File: src/aaq_pkg.sv
// constants for the add-address/immediate/quick execution block
// assumes a 32-bit core with 16-bit opcode and extension words
package aaq_pkg;
    localparam logic [3:0] QUICK_TOP = 4'h5; // add_quick bits 15:12
    localparam logic [3:0] ADDR_TOP = 4'hd; // address add bits 15:12
    localparam logic [7:0] IMM_TOP = 8'h06; // add_immediate bits 15:8
    localparam logic [2:0] OPK_WORD = 3'h3; // operation kind, word
    localparam logic [2:0] OPK_LONG = 3'h7; // operation kind, long
    localparam logic [1:0] SZ_BYTE = 2'h0;
    localparam logic [1:0] SZ_WORD = 2'h1;
    localparam logic [1:0] SZ_LONG = 2'h2;
    localparam logic [2:0] MODE_DREG = 3'h0;
    localparam logic [2:0] MODE_AREG = 3'h1;
    localparam logic [2:0] MODE_MISC = 3'h7;
    localparam logic [2:0] MISC_ABS_W = 3'h0;
    localparam logic [2:0] MISC_ABS_L = 3'h1;
    localparam logic [2:0] MISC_PC_D16 = 3'h2;
    localparam logic [2:0] MISC_PC_IDX = 3'h3;
    localparam logic [2:0] MISC_IMM = 3'h4;
    localparam logic [3:0] QUICK_EIGHT = 4'h8; // quick field 0 means eight
    localparam logic [4:0] CCR_RESET = 5'h00; // x n z v c
    localparam logic [31:0] RESULT_RESET = 32'h0;
    typedef enum logic [1:0] {
        AAQ_OP_NONE,
        AAQ_OP_ADDR,
        AAQ_OP_IMM,
        AAQ_OP_QUICK
    } aaq_op_t;
endpackage

File: src/aaq_exec.sv
// execution unit for add_to_address_register, add_immediate, add_quick
// assumes operands fetched by shared address-mode logic; one op per start
`timescale 1ns/100ps
module aaq_exec (
    input wire logic clk_i,
    input wire logic rst_i,
    input wire logic start_i,
    input wire logic [15:0] opcode_i,
    input wire logic [15:0] ext0_i,
    input wire logic [15:0] ext1_i,
    input wire logic [31:0] src_i,
    input wire logic [31:0] dst_i,
    input wire logic [4:0] ccr_i,
    output logic done_o,
    output logic illegal_o,
    output logic [31:0] result_o,
    output logic [4:0] ccr_o,
    output logic areg_wr_o,
    output logic [2:0] areg_sel_o,
    output logic [1:0] size_o,
    output logic [1:0] ext_words_o
);
    typedef struct packed {
        logic done;
        logic illegal;
        logic [31:0] result;
        logic [4:0] ccr;
        logic areg_wr;
        logic [2:0] areg_sel;
        logic [1:0] size;
        logic [1:0] ext_words;
    } aaq_state_t;

    aaq_state_t st_ff;
    aaq_state_t nxt_st;
    aaq_pkg::aaq_op_t op;
    logic [2:0] ea_mode;
    logic [2:0] ea_reg;
    logic [1:0] sz;
    logic [31:0] opnd;
    logic [31:0] addend;
    logic [1:0] add_size;
    logic [31:0] sum;
    logic [4:0] flags;
    logic legal;
    logic to_areg;
    logic alterable;
    logic data_alt;

    assign ea_mode = opcode_i[5:3];
    assign ea_reg = opcode_i[2:0];
    assign sz = opcode_i[7:6];

    // opcode recognition
    always_comb begin
        op = aaq_pkg::AAQ_OP_NONE;
        if (opcode_i[15:12] == aaq_pkg::QUICK_TOP && !opcode_i[8]) begin
            op = aaq_pkg::AAQ_OP_QUICK;
        end else if (opcode_i[15:12] == aaq_pkg::ADDR_TOP &&
                (opcode_i[8:6] == aaq_pkg::OPK_WORD ||
                 opcode_i[8:6] == aaq_pkg::OPK_LONG)) begin
            op = aaq_pkg::AAQ_OP_ADDR;
        end else if (opcode_i[15:8] == aaq_pkg::IMM_TOP) begin
            op = aaq_pkg::AAQ_OP_IMM;
        end
    end

    // destination mode classes; pc-relative and immediate are not alterable
    always_comb begin
        alterable = (ea_mode != aaq_pkg::MODE_MISC) ||
            ea_reg == aaq_pkg::MISC_ABS_W || ea_reg == aaq_pkg::MISC_ABS_L;
        data_alt = alterable && ea_mode != aaq_pkg::MODE_AREG;
    end

    // operand selection and legality
    always_comb begin
        to_areg = 1'b0;
        addend = src_i;
        add_size = sz;
        opnd = dst_i;
        legal = 1'b0;
        case (op)
            aaq_pkg::AAQ_OP_ADDR: begin
                // sign-extend word source to 32 bits
                if (opcode_i[8]) begin
                    addend = src_i;
                end else begin
                    addend = {{16{src_i[15]}}, src_i[15:0]};
                end
                // always a full 32-bit register sum
                add_size = aaq_pkg::SZ_LONG;
                to_areg = 1'b1;
                legal = 1'b1;
            end
            aaq_pkg::AAQ_OP_IMM: begin
                case (sz)
                    aaq_pkg::SZ_BYTE: addend = {24'h0, ext0_i[7:0]};
                    aaq_pkg::SZ_WORD: addend = {16'h0, ext0_i};
                    default: addend = {ext0_i, ext1_i};
                endcase
                // size 11 is not a size
                legal = data_alt && sz != 2'h3;
            end
            aaq_pkg::AAQ_OP_QUICK: begin
                if (opcode_i[11:9] == 3'h0) begin
                    addend = {28'h0, aaq_pkg::QUICK_EIGHT};
                end else begin
                    addend = {29'h0, opcode_i[11:9]};
                end
                // address register: whole register, no byte size
                if (ea_mode == aaq_pkg::MODE_AREG) begin
                    to_areg = 1'b1;
                    add_size = aaq_pkg::SZ_LONG;
                end
                legal = alterable && sz != 2'h3 &&
                    !(ea_mode == aaq_pkg::MODE_AREG && sz == aaq_pkg::SZ_BYTE);
            end
            default: legal = 1'b0;
        endcase
    end

    aaq_adder aaq_adder_i (
        .a_i(opnd),
        .b_i(addend),
        .size_i(add_size),
        .sum_o(sum),
        .flags_o(flags)
    );

    // next state; illegal forms keep result as it was and load flags from ccr_i
    always_comb begin
        nxt_st = st_ff;
        nxt_st.done = 1'b0;
        nxt_st.illegal = 1'b0;
        nxt_st.areg_wr = 1'b0;
        if (start_i) begin
            nxt_st.size = sz;
            nxt_st.areg_sel = opcode_i[11:9];
            nxt_st.ext_words = 2'h0;
            if (op == aaq_pkg::AAQ_OP_IMM) begin
                nxt_st.ext_words = (sz == aaq_pkg::SZ_LONG) ? 2'h2 : 2'h1;
            end
            if (op == aaq_pkg::AAQ_OP_ADDR) begin
                nxt_st.size = opcode_i[8] ? aaq_pkg::SZ_LONG
                    : aaq_pkg::SZ_WORD;
            end
            if (!legal) begin
                nxt_st.illegal = 1'b1;
                nxt_st.ccr = ccr_i;
            end else begin
                nxt_st.done = 1'b1;
                nxt_st.result = sum;
                if (op == aaq_pkg::AAQ_OP_QUICK && to_areg) begin
                    nxt_st.areg_sel = ea_reg;
                end
                nxt_st.areg_wr = to_areg;
                nxt_st.ccr = to_areg ? ccr_i : flags;
            end
        end
    end

    // single state register
    always_ff @(posedge clk_i) begin
        if (rst_i) begin
            st_ff <= '{done: 1'b0, illegal: 1'b0,
                result: aaq_pkg::RESULT_RESET, ccr: aaq_pkg::CCR_RESET,
                areg_wr: 1'b0, areg_sel: 3'h0, size: 2'h0, ext_words: 2'h0};
        end else begin
            st_ff <= nxt_st;
        end
    end

    assign done_o = st_ff.done;
    assign illegal_o = st_ff.illegal;
    assign result_o = st_ff.result;
    assign ccr_o = st_ff.ccr;
    assign areg_wr_o = st_ff.areg_wr;
    assign areg_sel_o = st_ff.areg_sel;
    assign size_o = st_ff.size;
    assign ext_words_o = st_ff.ext_words;

    // address add leaves flags as given
    a_addr_flags_kept: assert property (
        @(posedge clk_i) disable iff (rst_i)
        start_i && op == aaq_pkg::AAQ_OP_ADDR |=> ccr_o == $past(ccr_i))
        else $error("address add changed flags");

    // word address add sign-extends
    a_addr_sext: assert property (
        @(posedge clk_i) disable iff (rst_i)
        start_i && op == aaq_pkg::AAQ_OP_ADDR && !opcode_i[8] |=>
        result_o == $past(dst_i) + {{16{$past(src_i[15])}},
        $past(src_i[15:0])})
        else $error("word address add wrong sum");

    // destination register number
    a_addr_dest: assert property (
        @(posedge clk_i) disable iff (rst_i)
        start_i && op == aaq_pkg::AAQ_OP_ADDR |=>
        areg_wr_o && areg_sel_o == $past(opcode_i[11:9]))
        else $error("address add wrong destination");

    // every source mode accepted
    a_addr_any_mode: assert property (
        @(posedge clk_i) disable iff (rst_i)
        start_i && op == aaq_pkg::AAQ_OP_ADDR |=> done_o && !illegal_o)
        else $error("address add refused");

    // byte immediate uses low byte only
    a_imm_byte: assert property (
        @(posedge clk_i) disable iff (rst_i)
        start_i && op == aaq_pkg::AAQ_OP_IMM && legal &&
        sz == aaq_pkg::SZ_BYTE |=>
        result_o[7:0] == 8'($past(dst_i[7:0]) + $past(ext0_i[7:0])))
        else $error("byte immediate wrong");

    // extend follows carry on flag-setting ops
    a_x_is_c: assert property (
        @(posedge clk_i) disable iff (rst_i)
        done_o && !$past(to_areg) |-> ccr_o[4] == ccr_o[0])
        else $error("extend differs from carry");

    // immediate into address register refused
    a_imm_no_areg: assert property (
        @(posedge clk_i) disable iff (rst_i)
        start_i && op == aaq_pkg::AAQ_OP_IMM && ea_mode == aaq_pkg::MODE_AREG
        |=> illegal_o && !done_o)
        else $error("immediate to address register taken");

    // quick zero field adds eight
    a_quick_eight: assert property (
        @(posedge clk_i) disable iff (rst_i)
        start_i && op == aaq_pkg::AAQ_OP_QUICK && legal &&
        opcode_i[11:9] == 3'h0 && ea_mode == aaq_pkg::MODE_AREG |=>
        result_o == $past(dst_i) + 32'h8)
        else $error("quick zero not eight");

    // quick to address register keeps flags
    a_quick_areg: assert property (
        @(posedge clk_i) disable iff (rst_i)
        start_i && op == aaq_pkg::AAQ_OP_QUICK && legal &&
        ea_mode == aaq_pkg::MODE_AREG |=>
        areg_wr_o && ccr_o == $past(ccr_i))
        else $error("quick address add changed flags");

    // zero flag judged on the sized result, not the whole word
    a_quick_zero: assert property (
        @(posedge clk_i) disable iff (rst_i)
        start_i && op == aaq_pkg::AAQ_OP_QUICK && legal && !to_areg |=>
        ccr_o[2] == (size_o == aaq_pkg::SZ_BYTE ? result_o[7:0] == 8'h0 :
        size_o == aaq_pkg::SZ_WORD ? result_o[15:0] == 16'h0 :
        result_o == 32'h0))
        else $error("quick zero flag wrong");

    // quick rejects pc-relative and immediate
    a_quick_mode: assert property (
        @(posedge clk_i) disable iff (rst_i)
        start_i && op == aaq_pkg::AAQ_OP_QUICK &&
        ea_mode == aaq_pkg::MODE_MISC && ea_reg >= aaq_pkg::MISC_PC_D16
        |=> illegal_o)
        else $error("quick bad mode taken");
endmodule

File: src/aaq_adder.sv
// sized adder with condition flags for byte, word and long operations
// assumes operands already aligned in the low bits; purely combinational
`timescale 1ns/100ps
module aaq_adder (
    input wire logic [31:0] a_i,
    input wire logic [31:0] b_i,
    input wire logic [1:0] size_i,
    output logic [31:0] sum_o,
    output logic [4:0] flags_o
);
    logic [32:0] s32;
    logic [16:0] s16;
    logic [8:0] s8;
    logic n;
    logic z;
    logic v;
    logic c;

    // three widths computed in parallel, the size picks one
    always_comb begin
        s32 = {1'b0, a_i} + {1'b0, b_i};
        s16 = {1'b0, a_i[15:0]} + {1'b0, b_i[15:0]};
        s8 = {1'b0, a_i[7:0]} + {1'b0, b_i[7:0]};
        sum_o = s32[31:0];
        n = s32[31];
        z = (s32[31:0] == 32'h0);
        v = (a_i[31] == b_i[31]) && (s32[31] != a_i[31]);
        c = s32[32];
        if (size_i == aaq_pkg::SZ_BYTE) begin
            sum_o = {a_i[31:8], s8[7:0]};
            n = s8[7];
            z = (s8[7:0] == 8'h0);
            v = (a_i[7] == b_i[7]) && (s8[7] != a_i[7]);
            c = s8[8];
        end else if (size_i == aaq_pkg::SZ_WORD) begin
            sum_o = {a_i[31:16], s16[15:0]};
            n = s16[15];
            z = (s16[15:0] == 16'h0);
            v = (a_i[15] == b_i[15]) && (s16[15] != a_i[15]);
            c = s16[16];
        end
        // extend copies carry
        flags_o = {c, n, z, v, c};
    end
endmodule

File: config.mk
export PLATFORM = sky130hd
export DESIGN_NAME = aaq_exec
export DESIGN_NICKNAME = d
export VERILOG_FILES = /design/src/aaq_pkg.sv /design/src/aaq_exec.sv /design/src/aaq_adder.sv
export SDC_FILE = /design/constraint.sdc
export NUM_CORES = 1
export LEC_CHECK = 0
export BUFFER_PORTS_ARGS = -buffer_cell sky130_fd_sc_hd__buf_4
export CAP_MARGIN = 0
export CORE_UTILIZATION = 52
export CTS_CLUSTER_SIZE = 16
export DETAILED_ROUTE_END_ITERATION = 10
export GPL_ROUTABILITY_DRIVEN = 0
export GPL_TIMING_DRIVEN = 0
export PLACE_DENSITY_LB_ADDON = 0.15
export SLEW_MARGIN = 20
export SYNTH_ARGS = -nofsm -noshare
export SYNTH_HDL_FRONTEND = slang
export SYNTH_SLANG_ARGS = --single-unit
File: constraint.sdc
create_clock -name clk_i -period 8.91 [get_ports clk_i]
set_clock_uncertainty 0.1 [all_clocks]
set_input_delay 0.891 -clock clk_i [delete_from_list [all_inputs] [get_ports clk_i]]
set_output_delay 0.891 -clock clk_i [all_outputs]
set_load 0.005 [all_outputs]
# Word-level counts from Yosys, hierarchy flattened
# Cells that the tools add are included.
[word_totals] inputBits=120 wordCells=93 reg_bits=47 output_inout_bits=47
[op_classes] n_bitwise=2 eq_ne=22 muxes=32 n_addsub=3 reduce_logical=26
[ops] cell="32-bit two-way mux" n=3
[ops] cell="32-bit case mux with 3 select lines" n=1
[ops] cell="32-bit case mux with 2 select lines" n=1
[ops] cell="32-bit by 32-bit adder with 33-bit output" n=1
[ops] cell="32-bit zero test" n=1
[ops] cell="16-bit by 16-bit adder with 17-bit output" n=1
[ops] cell="16-bit zero test" n=1
[ops] cell="2-bit two-way mux" n=8
[ops] cell="1-bit logical AND" n=11
[ops] cell="1-bit two-way mux" n=11
[ops] cell="5-bit two-way mux" n=2
[ops] cell="8-bit by 8-bit adder with 9-bit output" n=1
[ops] cell="8-bit by 3-bit == test with 1-bit output (second input constant)" n=1
[ops] cell="8-bit zero test" n=1
[ops] cell="2-bit by 1-bit == test with 1-bit output (second input constant)" n=3
[ops] cell="2-bit == test (second input constant)" n=3
[ops] cell="3-bit by 1-bit == test with 1-bit output (second input constant)" n=2
[ops] cell="3-bit zero test" n=2
[ops] cell="3-bit two-way mux" n=2
[ops] cell="4-bit by 3-bit == test with 1-bit output (second input constant)" n=1
[ops] cell="4-bit == test (second input constant)" n=1
[ops] cell="2-bit zero test" n=2
[ops] cell="4-bit two-way mux" n=1
[ops] cell="2-bit case mux with 2 select lines" n=1
[ops] cell="15 further kinds" n=23

# Logic depth before layout (Yosys ltp)
# Gate-level depths: netlist (run 1).
[logic_depth] depth_word=14 depth_mapped=19 mapped_depth_nobuf=17

# By module
# From an unflattened synthesis (run 1), not the netlist that was laid out.
[unflattened] hier_cells=702 hier_area_um2=5427.7
[modules_own_cells] module="aaq_exec" cells_each=335 n_inst=1 seq_area_each_um2=940.9 area_each_um2=2885.3
[modules_own_cells] module="aaq_adder" cells_each=367 n_inst=1 seq_area_each_um2=0.0 area_each_um2=2542.4

# Worst setup path after synthesis (run 1)
# Ideal clock, no wire load.
[synth_path] kind="input-to-reg" startpoint="input port opcode_i[11]" endpoint="register st_ff (netlist bit ccr_o[2])" required_time_ns=8.741 setup_time_ns=0.069 stages=18 t_arrival_ns=4.754 slack_ns=3.987 path_buffers=3 path_cell_list="and4bb_1 -> nand3b_2 -> and2_1 -> buf_6 -> a21boi_1 -> clkbuf_1 -> a221o_1 -> ha_1 -> buf_6 -> a21o_1 -> a211oi_2 -> a21oi_2 -> a2111oi_4 -> o32ai_2 -> or4_4 -> a2111oi_4 -> nand4_1 -> o21ai_1"
[synth_between] elab_chain_len=12 elab_cells_between_ends=25 cone_classes="add/sub (3); eq/ne (5); mux (12); reduce/logical (5)"
[synth_rtl] item="start, declared" line="aaq_exec.sv:8" source="input wire logic [15:0] opcode_i,"
[synth_rtl] item="8-bit by 3-bit == test with 1-bit output" line="aaq_exec.sv:63" source="end else if (opcode_i[15:8] == aaq_pkg::IMM_TOP) begin"
[synth_rtl] item="2-bit two-way mux" line="aaq_exec.sv:63"
[synth_rtl] item="2-bit two-way mux" line="aaq_exec.sv:59" source="end else if (opcode_i[15:12] == aaq_pkg::ADDR_TOP &&"
[synth_rtl] item="2-bit two-way mux" line="aaq_exec.sv:57" source="if (opcode_i[15:12] == aaq_pkg::QUICK_TOP && !opcode_i[8]) begin"
[synth_rtl] item="2-bit == test or 2-bit by 1-bit == test with 1-bit output (tied branches)" line="aaq_exec.sv:82" source="case (op)"
[synth_rtl] item="32-bit case mux with 3 select lines" line="aaq_exec.sv:82"
[synth_rtl] item="32-bit by 32-bit adder with 33-bit output or 16-bit by 16-bit adder with 17-bit output (tied branches)" line="aaq_adder.sv:21, aaq_adder.sv:22"
[synth_rtl] item="32-bit zero test or 16-bit zero test (tied branches)" line="aaq_adder.sv:26, aaq_adder.sv:38"
[synth_rtl] item="1-bit two-way mux" line="aaq_adder.sv:35" source="end else if (size_i == aaq_pkg::SZ_WORD) begin"
[synth_rtl] item="1-bit two-way mux" line="aaq_adder.sv:29" source="if (size_i == aaq_pkg::SZ_BYTE) begin"
[synth_rtl] item="5-bit two-way mux" line="aaq_exec.sv:157" source="nxt_st.ccr = to_areg ? ccr_i : flags;"
[synth_rtl] item="5-bit two-way mux *" line="aaq_exec.sv:147" source="if (!legal) begin"
[synth_rtl] item="end signal, assigned" line="aaq_exec.sv:165" source="st_ff <= '{done: 1'b0, illegal: 1'b0,"
[synth_rtl] item="end signal, assigned" line="aaq_exec.sv:169" source="st_ff <= nxt_st;"
[synth_rtl] item="end, declared" line="aaq_exec.sv:34" source="aaq_state_t st_ff;"
# Mark *: on every way between the ends. The rest lies on a longest branch, timed or not.
# A chain may end at the register's enable or synchronous reset.

# Worst setup path after layout (run 1)
[layout_path] startpoint="input port opcode_i[12]" endpoint="register st_ff (netlist bit ccr_o[1])"
[layout_between] elab_chain_len=13 elab_cells_between_ends=33 cone_classes="add/sub (3); eq/ne (13); mux (11); reduce/logical (6)"
[layout_rtl] item="8-bit by 3-bit == test with 1-bit output or 4-bit == test (tied branches)" line="aaq_exec.sv:63, aaq_exec.sv:59"
[layout_rtl] item="2-bit two-way mux or 1-bit logical AND (tied branches)" line="aaq_exec.sv:63, aaq_exec.sv:59"
[layout_rtl] item="2-bit two-way mux" line="aaq_exec.sv:59"
[layout_rtl] item="2-bit two-way mux *" line="aaq_exec.sv:57"
[layout_rtl] item="2-bit == test or 2-bit by 1-bit == test with 1-bit output (tied branches)" line="aaq_exec.sv:82"
[layout_rtl] item="32-bit case mux with 3 select lines" line="aaq_exec.sv:82"
[layout_rtl] item="32-bit by 32-bit adder with 33-bit output or 16-bit by 16-bit adder with 17-bit output (tied branches)" line="aaq_adder.sv:21, aaq_adder.sv:22"
[layout_rtl] item="1-bit != test, on equally long branches" line="aaq_adder.sv:27, aaq_adder.sv:39"
[layout_rtl] item="1-bit logical AND, on equally long branches" line="aaq_adder.sv:27, aaq_adder.sv:39"
[layout_rtl] item="1-bit two-way mux" line="aaq_adder.sv:35"
[layout_rtl] item="1-bit two-way mux" line="aaq_adder.sv:29"
[layout_rtl] item="5-bit two-way mux" line="aaq_exec.sv:157"
[layout_rtl] item="5-bit two-way mux *" line="aaq_exec.sv:147"
# Marks and branches as above.

==> results of run 1 <==
## cell families (layout without fill, tap and decap cells)
group	count (synthesis)	count (layout)	share of synthesized area, %
XOR/XNOR	29	29	5.350
AO/OA/AOI/OAI	229	229	34.03
flip-flops	47	47	19.82
buffers and inverters	56	230	5.034
AND/OR/NAND/NOR	237	237	23.93
multiplexers	14	14	2.978
adder cells (fa/ha/maj)	33	33	8.856
## state kept, by name, indices dropped and copies added (netlist names)
name and count:
illegal_o 1, done_o 1, result_o 32, size_o 2, ext_words_o 2, areg_sel_o 3
ccr_o 5, areg_wr_o 1
## layer usage
layer | up-vias | wire [µm] | share of wire (%)
met5 | - | 0 | 0
met4 | 0 | 937 | 5.0
met3 | 83 | 2144 | 12
met2 | 423 | 8275 | 45
met1 | 2734 | 7226 | 39
li1 | 2750 | - | -
## final cells by class
class                           instances  area (µm²)  area share, %
Multi-Input combinational cell        542        3567          57.41
Timing Repair Buffer                  166        1246          20.06
Sequential cell                        47       940.9          15.14
Buffer                                 46       201.4          3.242
Tap cell                              108       135.1          2.175
Clock buffer                            6       72.57          1.168
Inverter                               10       37.54         0.6041
Clock inverter                          2       12.51         0.2014
## power by group through the flow
stage                     Clock, mW  Combinational [mW]  Sequential, mW
after detailed placement          0               0.305           0.224
final                         0.133               0.317           0.220
after global routing          0.142               0.340           0.220
after global placement            0               0.298           0.224
after floorplan                   0               0.194           0.224
after CTS                     0.133               0.307           0.220
## stage by stage
stage,area (µm²),utilization [%]
2_1_floorplan,4747,-
3_3_place_gp,6128,69.93
3_5_place_dp,6128,69.93
4_1_cts,6213,70.90
5_1_grt,6213,70.90
6_report,6213,70.90
## final timing paths
check             cells past startpoint  slack (ns)          end         start
hold / removal                        2        0.36  result_o[0]   result_o[0]
setup reg to reg                      5        7.20     ccr_o[2]      ccr_o[2]
hold reg to reg                       2        0.36  result_o[0]   result_o[0]
setup / recovery                     17        3.35     ccr_o[1]  opcode_i[12]
## cells in the final DEF, fill, tap and decap left out, drive strengths merged, types with 4 or more instances in the layout
| master | instances |
|---|---|
| nor3 | 17 |
| nand2 | 78 |
| clkbuf | 42 |
| ha | 32 |
| buf | 176 |
| a31oi | 4 |
| nor4 | 7 |
| a211oi | 16 |
| a221o | 18 |
| o21ai | 53 |
| a2111oi | 4 |
| mux2i | 13 |
| nor2b | 6 |
| nand3 | 26 |
| a311oi | 11 |
| nand4 | 7 |
| o21a | 6 |
| xor2 | 11 |
| inv | 10 |
| a21o | 17 |
| a22oi | 8 |
| o211ai | 7 |
| o21bai | 9 |
| a21oi | 56 |
| xnor2 | 18 |
| nand2b | 7 |
| dfxtp | 47 |
| nor2 | 68 |
| and2 | 5 |
## worst reg2reg max path, delay by kind of cell, from the launching register on
kind	cells	cell delay [ns]
and+or+nand+nor	3	0.63
DFF	1	0.36
AOI/OAI and AO/OA	2	0.53
==> results.sh, run 1 <==
export IMPL_setup_ws_ns=3.349
export IMPL_use_met2_pct=60.03
export IMPL_core_mm2=0.008763
export IMPL_drive_gt1_share_pct=24.42
export IMPL_die_area_mm2=0.009515
export IMPL_first_pass_iters=7
export IMPL_status="complete, no violations"
export IMPL_cpPeakStageDelay_ns=0.59
export IMPL_wl_per_cell_um=20.05
export IMPL_synth_most_common_cell="nand2_1"
export IMPL_drv_cap=0
export IMPL_required_ns=9.00
export IMPL_setup_viol=0
export IMPL_vias_per_cell=6.462
export IMPL_synth_edff_count=0
export IMPL_min_period_over_period_pct=62.41
export IMPL_final_max_slew_viol_count=0
export IMPL_synth_cells=645
export IMPL_yosysWarnings=0
export IMPL_crit_fanout=10
export IMPL_min_path_type="register to register"
export IMPL_postCtsSetupRepairBufs=0
export IMPL_antenna_cells=0
export IMPL_avgSynthCellArea_um2=7.360
export IMPL_p_comb_share_pct=47.3
export IMPL_clkLatencyLatePin_ns=0.30
export IMPL_drc=0
export IMPL_cp_end_kind="register"
export IMPL_synth_top_area_share_pct=19.82
export IMPL_syn_nets=798
export IMPL_postCtsHoldBufs=0
export IMPL_hold_slack_ns=0.3630
export IMPL_die_h_um=97.55
export IMPL_cts_sinks=47
export IMPL_drt_initial_drc_count=619
export IMPL_rows=34
export IMPL_p_leak_nw=2.732
export IMPL_ys_seq_area_share_pct=19.82
export IMPL_io_pins=167
export IMPL_area_growth_pct=30.89
export IMPL_route_final_wire_length_um=18580
export IMPL_worst_pin_slew_ns=1.097
export IMPL_portBuffers=166
export IMPL_gr_total_overflow=0
export IMPL_crit_top_cell="nor3_1"
export IMPL_crit_type="primary input to register"
export IMPL_cts_buffers=5
export IMPL_initial_core_util_pct=54.17
export IMPL_internal_power_mw=0.4079
export IMPL_rsz0062_at_grt="no"
export IMPL_tns_ns=0
export IMPL_nFillCells=766
export IMPL_p_seq_share_pct=32.8
export IMPL_gr_usage_met1_pct=49.29
export IMPL_finalCriticalPeriod_ns=5.561
export IMPL_synthFlopType="dfxtp_1"
export IMPL_irDropWorstVdd_uv=64.56
export IMPL_h_tree_depth=2
export IMPL_nNetsFinal=971
export IMPL_path_clk_slew_ns=0.09
export IMPL_instances_no_fill=927
export IMPL_grt_usage_pct=38.16
export IMPL_power_switching_mw=0.2613
export IMPL_place_inst=919
export IMPL_die_x_um=97.55
export IMPL_grt_max_degree=15
export IMPL_dp_slack_ns=3.224
export IMPL_grt_pass1_wl_um=28990
export IMPL_antenna_found_initial=0
export IMPL_ctsRootBufferMaster="clkbuf_8"
export IMPL_grt_busiest_layer="met2"
export IMPL_cp_arrival_ns=5.65
export IMPL_path_buf_inv=3
export IMPL_switching_share_pct=39.05
export IMPL_cts_tree="built"
export IMPL_start_kind="primary input"
export IMPL_p_total_mw=0.6692
export IMPL_mappedNetlistArea_mm2=0.004747
export IMPL_vias=5990
export IMPL_yosys_top_cells_area="dfxtp_1, ha_1, nand2_1, a21oi_1, o21ai_0"
export IMPL_async_flop_share_pct=0
export IMPL_maxSlewHeadroom_pct=26.20
export IMPL_critical_path_slowest_cell="nor4b_2"
export IMPL_ys_seq_elements=47
export IMPL_grt_use_met3_pct=10.43
export IMPL_yosysUniqueCellTypes=68
export IMPL_cts_resized=0
export IMPL_clockBufferDepth=2
export IMPL_power_density_mw_per_mm2=107.7
export IMPL_path_cells="buf_4 -> nand2_1 -> nor4b_2 -> a21boi_1 -> clkbuf_1 -> a221o_1 -> ha_1 -> clkbuf_2 -> nand4_1 -> nor3_1 -> nand3_1 -> o32ai_2 -> a31oi_1 -> xor2_1 -> nor3_1 -> nor4_1 -> a2111oi_0"
export IMPL_clkPwrFrac_pct=19.8
export IMPL_synthTopCellsByCount="nand2_1, nor2_1, a21oi_1"
export IMPL_grt_pass1_vias=5530
export IMPL_fmax_mhz=179.8
export IMPL_yosysTopAreaCell="dfxtp_1"
export IMPL_final_antenna_net_count=0
export IMPL_hold_viol=0
export IMPL_path_delay_family="compound AO/OA/AOI/OAI gates"
export IMPL_hpwl_um=15190
No activity file was read; power rests on OpenSTA's default activity.
==> run 2: changes to the inputs <==
--- a/config.mk
+++ b/config.mk
@@ -5,6 +5,7 @@
 export SDC_FILE = /design/constraint.sdc
 export NUM_CORES = 1
 export LEC_CHECK = 0
+export ABC_AREA = 1
 export BUFFER_PORTS_ARGS = -buffer_cell sky130_fd_sc_hd__buf_4
 export CAP_MARGIN = 0
 export CORE_UTILIZATION = 52
==> constraint.sdc (replaced) <==
create_clock -name clk_i -period 5.2 [get_ports clk_i]
set_clock_uncertainty 0.1 [all_clocks]
set_input_delay 0.52 -clock clk_i [delete_from_list [all_inputs] [get_ports clk_i]]
set_output_delay 0.52 -clock clk_i [all_outputs]
set_load 0.005 [all_outputs]
==> results.sh, run 2 <==
export IMPL_async_flop_share_pct=0
export IMPL_p_comb_share_pct=48.0
export IMPL_wl_per_cell_um=16.32
export IMPL_cpPeakStageDelay_ns=0.42
export IMPL_grt_use_met3_pct=6.986
export IMPL_tns_ns=0
export IMPL_gr_total_overflow=0
export IMPL_hold_slack_ns=0.3673
export IMPL_switching_share_pct=41.66
export IMPL_place_inst=1244
export IMPL_yosysWarnings=0
export IMPL_synth_edff_count=0
export IMPL_cts_buffers=5
export IMPL_use_met2_pct=61.00
export IMPL_postCtsHoldBufs=0
export IMPL_postCtsSetupRepairBufs=0
export IMPL_clkPwrFrac_pct=20.0
export IMPL_synth_most_common_cell="nand2_1"
export IMPL_portBuffers=165
export IMPL_die_x_um=103.8
export IMPL_min_delay_path_depth=2
export IMPL_die_h_um=103.8
export IMPL_vias_per_cell=5.538
export IMPL_final_cell_mix="nand2_1, buf_4, inv_1, a21oi_1, nor2_1"
export IMPL_ys_seq_area_share_pct=17.45
export IMPL_final_max_slew_viol_count=0
export IMPL_synthFlopType="dfxtp_1"
export IMPL_drc=0
export IMPL_setup_ws_ns=0.3215
export IMPL_cts_resized=0
export IMPL_vias=6934
export IMPL_grt_pass1_vias=6246
export IMPL_clkLatencyLatePin_ns=0.31
export IMPL_yosysTopAreaCell="nand2_1"
export IMPL_path_clk_slew_ns=0.10
export IMPL_path_buf_inv=7
export IMPL_gr_usage_met1_pct=46.44
export IMPL_syn_nets=1099
export IMPL_rsz0062_at_grt="no"
export IMPL_dp_slack_ns=0.2084
export IMPL_yosys_top_cells_area="nand2_1, dfxtp_1, inv_1, a21oi_1, ha_1"
export IMPL_ys_seq_elements=47
export IMPL_first_pass_iters=6
export IMPL_power_density_mw_per_mm2=169.8
export IMPL_cts_tree="built"
export IMPL_rows=36
export IMPL_required_ns=5.35
export IMPL_mappedNetlistArea_mm2=0.005391
export IMPL_largest_reg_flops=32
export IMPL_cts_sinks=47
export IMPL_grt_pass1_wl_um=31570
export IMPL_p_total_mw=1.169
export IMPL_rr_worst_depth=2
export IMPL_synth_cells=946
export IMPL_crit_type="primary input to register"
export IMPL_clockBufferDepth=2
export IMPL_status="complete, no violations"
export IMPL_drive_gt1_share_pct=18.68
export IMPL_synthTopCellsByCount="nand2_1, inv_1, a21oi_1"
export IMPL_irDropWorstVdd_uv=108.7
export IMPL_yosysUniqueCellTypes=45
export IMPL_internal_power_mw=0.6820
export IMPL_cp_end_kind="register"
export IMPL_worst_pin_slew_ns=0.6620
export IMPL_final_common_cell="nand2_1"
export IMPL_synth_top_area_share_pct=21.17
export IMPL_grt_usage_pct=37.25
export IMPL_min_path_type="register to register"
export IMPL_finalCriticalPeriod_ns=4.879
export IMPL_grt_max_degree=16
export IMPL_io_pins=167
export IMPL_drt_initial_drc_count=496
export IMPL_fmax_mhz=205.0
export IMPL_initial_core_util_pct=54.41
export IMPL_path_depth=30
export IMPL_area_growth_pct=27.69
export IMPL_hpwl_um=17360
export IMPL_p_seq_share_pct=32.0
export IMPL_maxSlewHeadroom_pct=55.31
export IMPL_critical_path_slowest_cell="clkbuf_1"
export IMPL_antenna_cells=0
export IMPL_nNetsFinal=1271
export IMPL_cp_arrival_ns=5.03
export IMPL_route_final_wire_length_um=20430
export IMPL_power_switching_mw=0.4870
export IMPL_grt_busiest_layer="met2"
export IMPL_start_kind="primary input"
export IMPL_drv_cap=0
export IMPL_h_tree_depth=2
export IMPL_ctsRootBufferMaster="clkbuf_8"
export IMPL_antenna_found_initial=0
export IMPL_core_mm2=0.009910
export IMPL_instances_no_fill=1252
export IMPL_hold_viol=0
export IMPL_p_leak_nw=3.859
export IMPL_final_antenna_net_count=0
export IMPL_avgSynthCellArea_um2=5.699
export IMPL_die_area_mm2=0.01078
export IMPL_min_period_over_period_pct=93.82
export IMPL_crit_top_cell="nand2_1"
export IMPL_path_delay_family="simple AND/OR/NAND/NOR gates"
export IMPL_setup_viol=0
export IMPL_crit_fanout=10
==> run 2: cell types whose count changed in the layout (fill, tap and decap cells not counted), sizes merged, moves of 11 or more <==
cell	before	now
a22o	0	15
a21oi	56	83
inv	10	169
a211oi	16	1
o211ai	7	30
o21ai	53	37
a21o	17	1
nor3	17	6
a221o	18	0
clkbuf	42	23
nand3	26	64
a311oi	11	0
nand2	78	313
==> run 2: cell type report <==
class / instances / area [µm²]
Buffer: 25 / 120.1
Clock buffer: 5 / 68.82
Clock inverter: 3 / 18.77
Fill cell: 984 / 3025
Inverter: 169 / 634.4
Multi-Input combinational cell: 705 / 3696
Sequential cell: 47 / 940.9
Tap cell: 133 / 166.4
Timing Repair Buffer: 165 / 1239
==> run 2: worst paths after layout <==
path	start	end	slack [ns]
max	opcode_i[9]	ccr_o[2]	0.32
min	result_o[27]	result_o[27]	0.37
max reg2reg	result_o[5]	result_o[5]	4.37
min reg2reg	result_o[27]	result_o[27]	0.37
==> run 2: kinds of logic (layout without fill, tap and decap cells) <==
group | after synthesis | in the layout | share of synthesized area, %
AOI/OAI and AO/OA | 177 | 177 | 19.77
xor gates and xnor gates | 15 | 15 | 2.437
adders and majority gates | 33 | 33 | 7.798
buffers and inverters | 194 | 367 | 13.99
DFF | 47 | 47 | 17.45
muxes | 6 | 6 | 1.114
and+or+nand+nor | 474 | 474 | 37.43
==> run 2: power groups by stage <==
stage | combinational (mW) | sequential, mW | clock (mW)
6_report | 0.562 | 0.374 | 0.234
5_1_grt | 0.616 | 0.375 | 0.249
4_1_cts | 0.547 | 0.373 | 0.230
3_5_place_dp | 0.545 | 0.382 | 0
3_3_place_gp | 0.539 | 0.381 | 0
2_1_floorplan | 0.343 | 0.382 | 0
==> run 2: metal layers <==
metal / wire length, µm / share of wire (%)
met5: 0 / 0
met4: 1239 / 6.1
met3: 1948 / 9.5
met2: 9101 / 45
met1: 8145 / 40
==> run 2: metrics by stage <==
step	area, µm²	util [%]
detailed placement	6797	68.59
floorplan	5391	-
CTS	6884	69.47
global placement	6797	68.59
finish	6884	69.47
global route	6884	69.47
==> run 2: worst min-delay path: cells and delay by family, from the launching register on <==
family,cells,cell delay (ns)
DFF,1,0.32
and+or+nand+nor,1,0.06
AOI/OAI and AO/OA,1,0.05
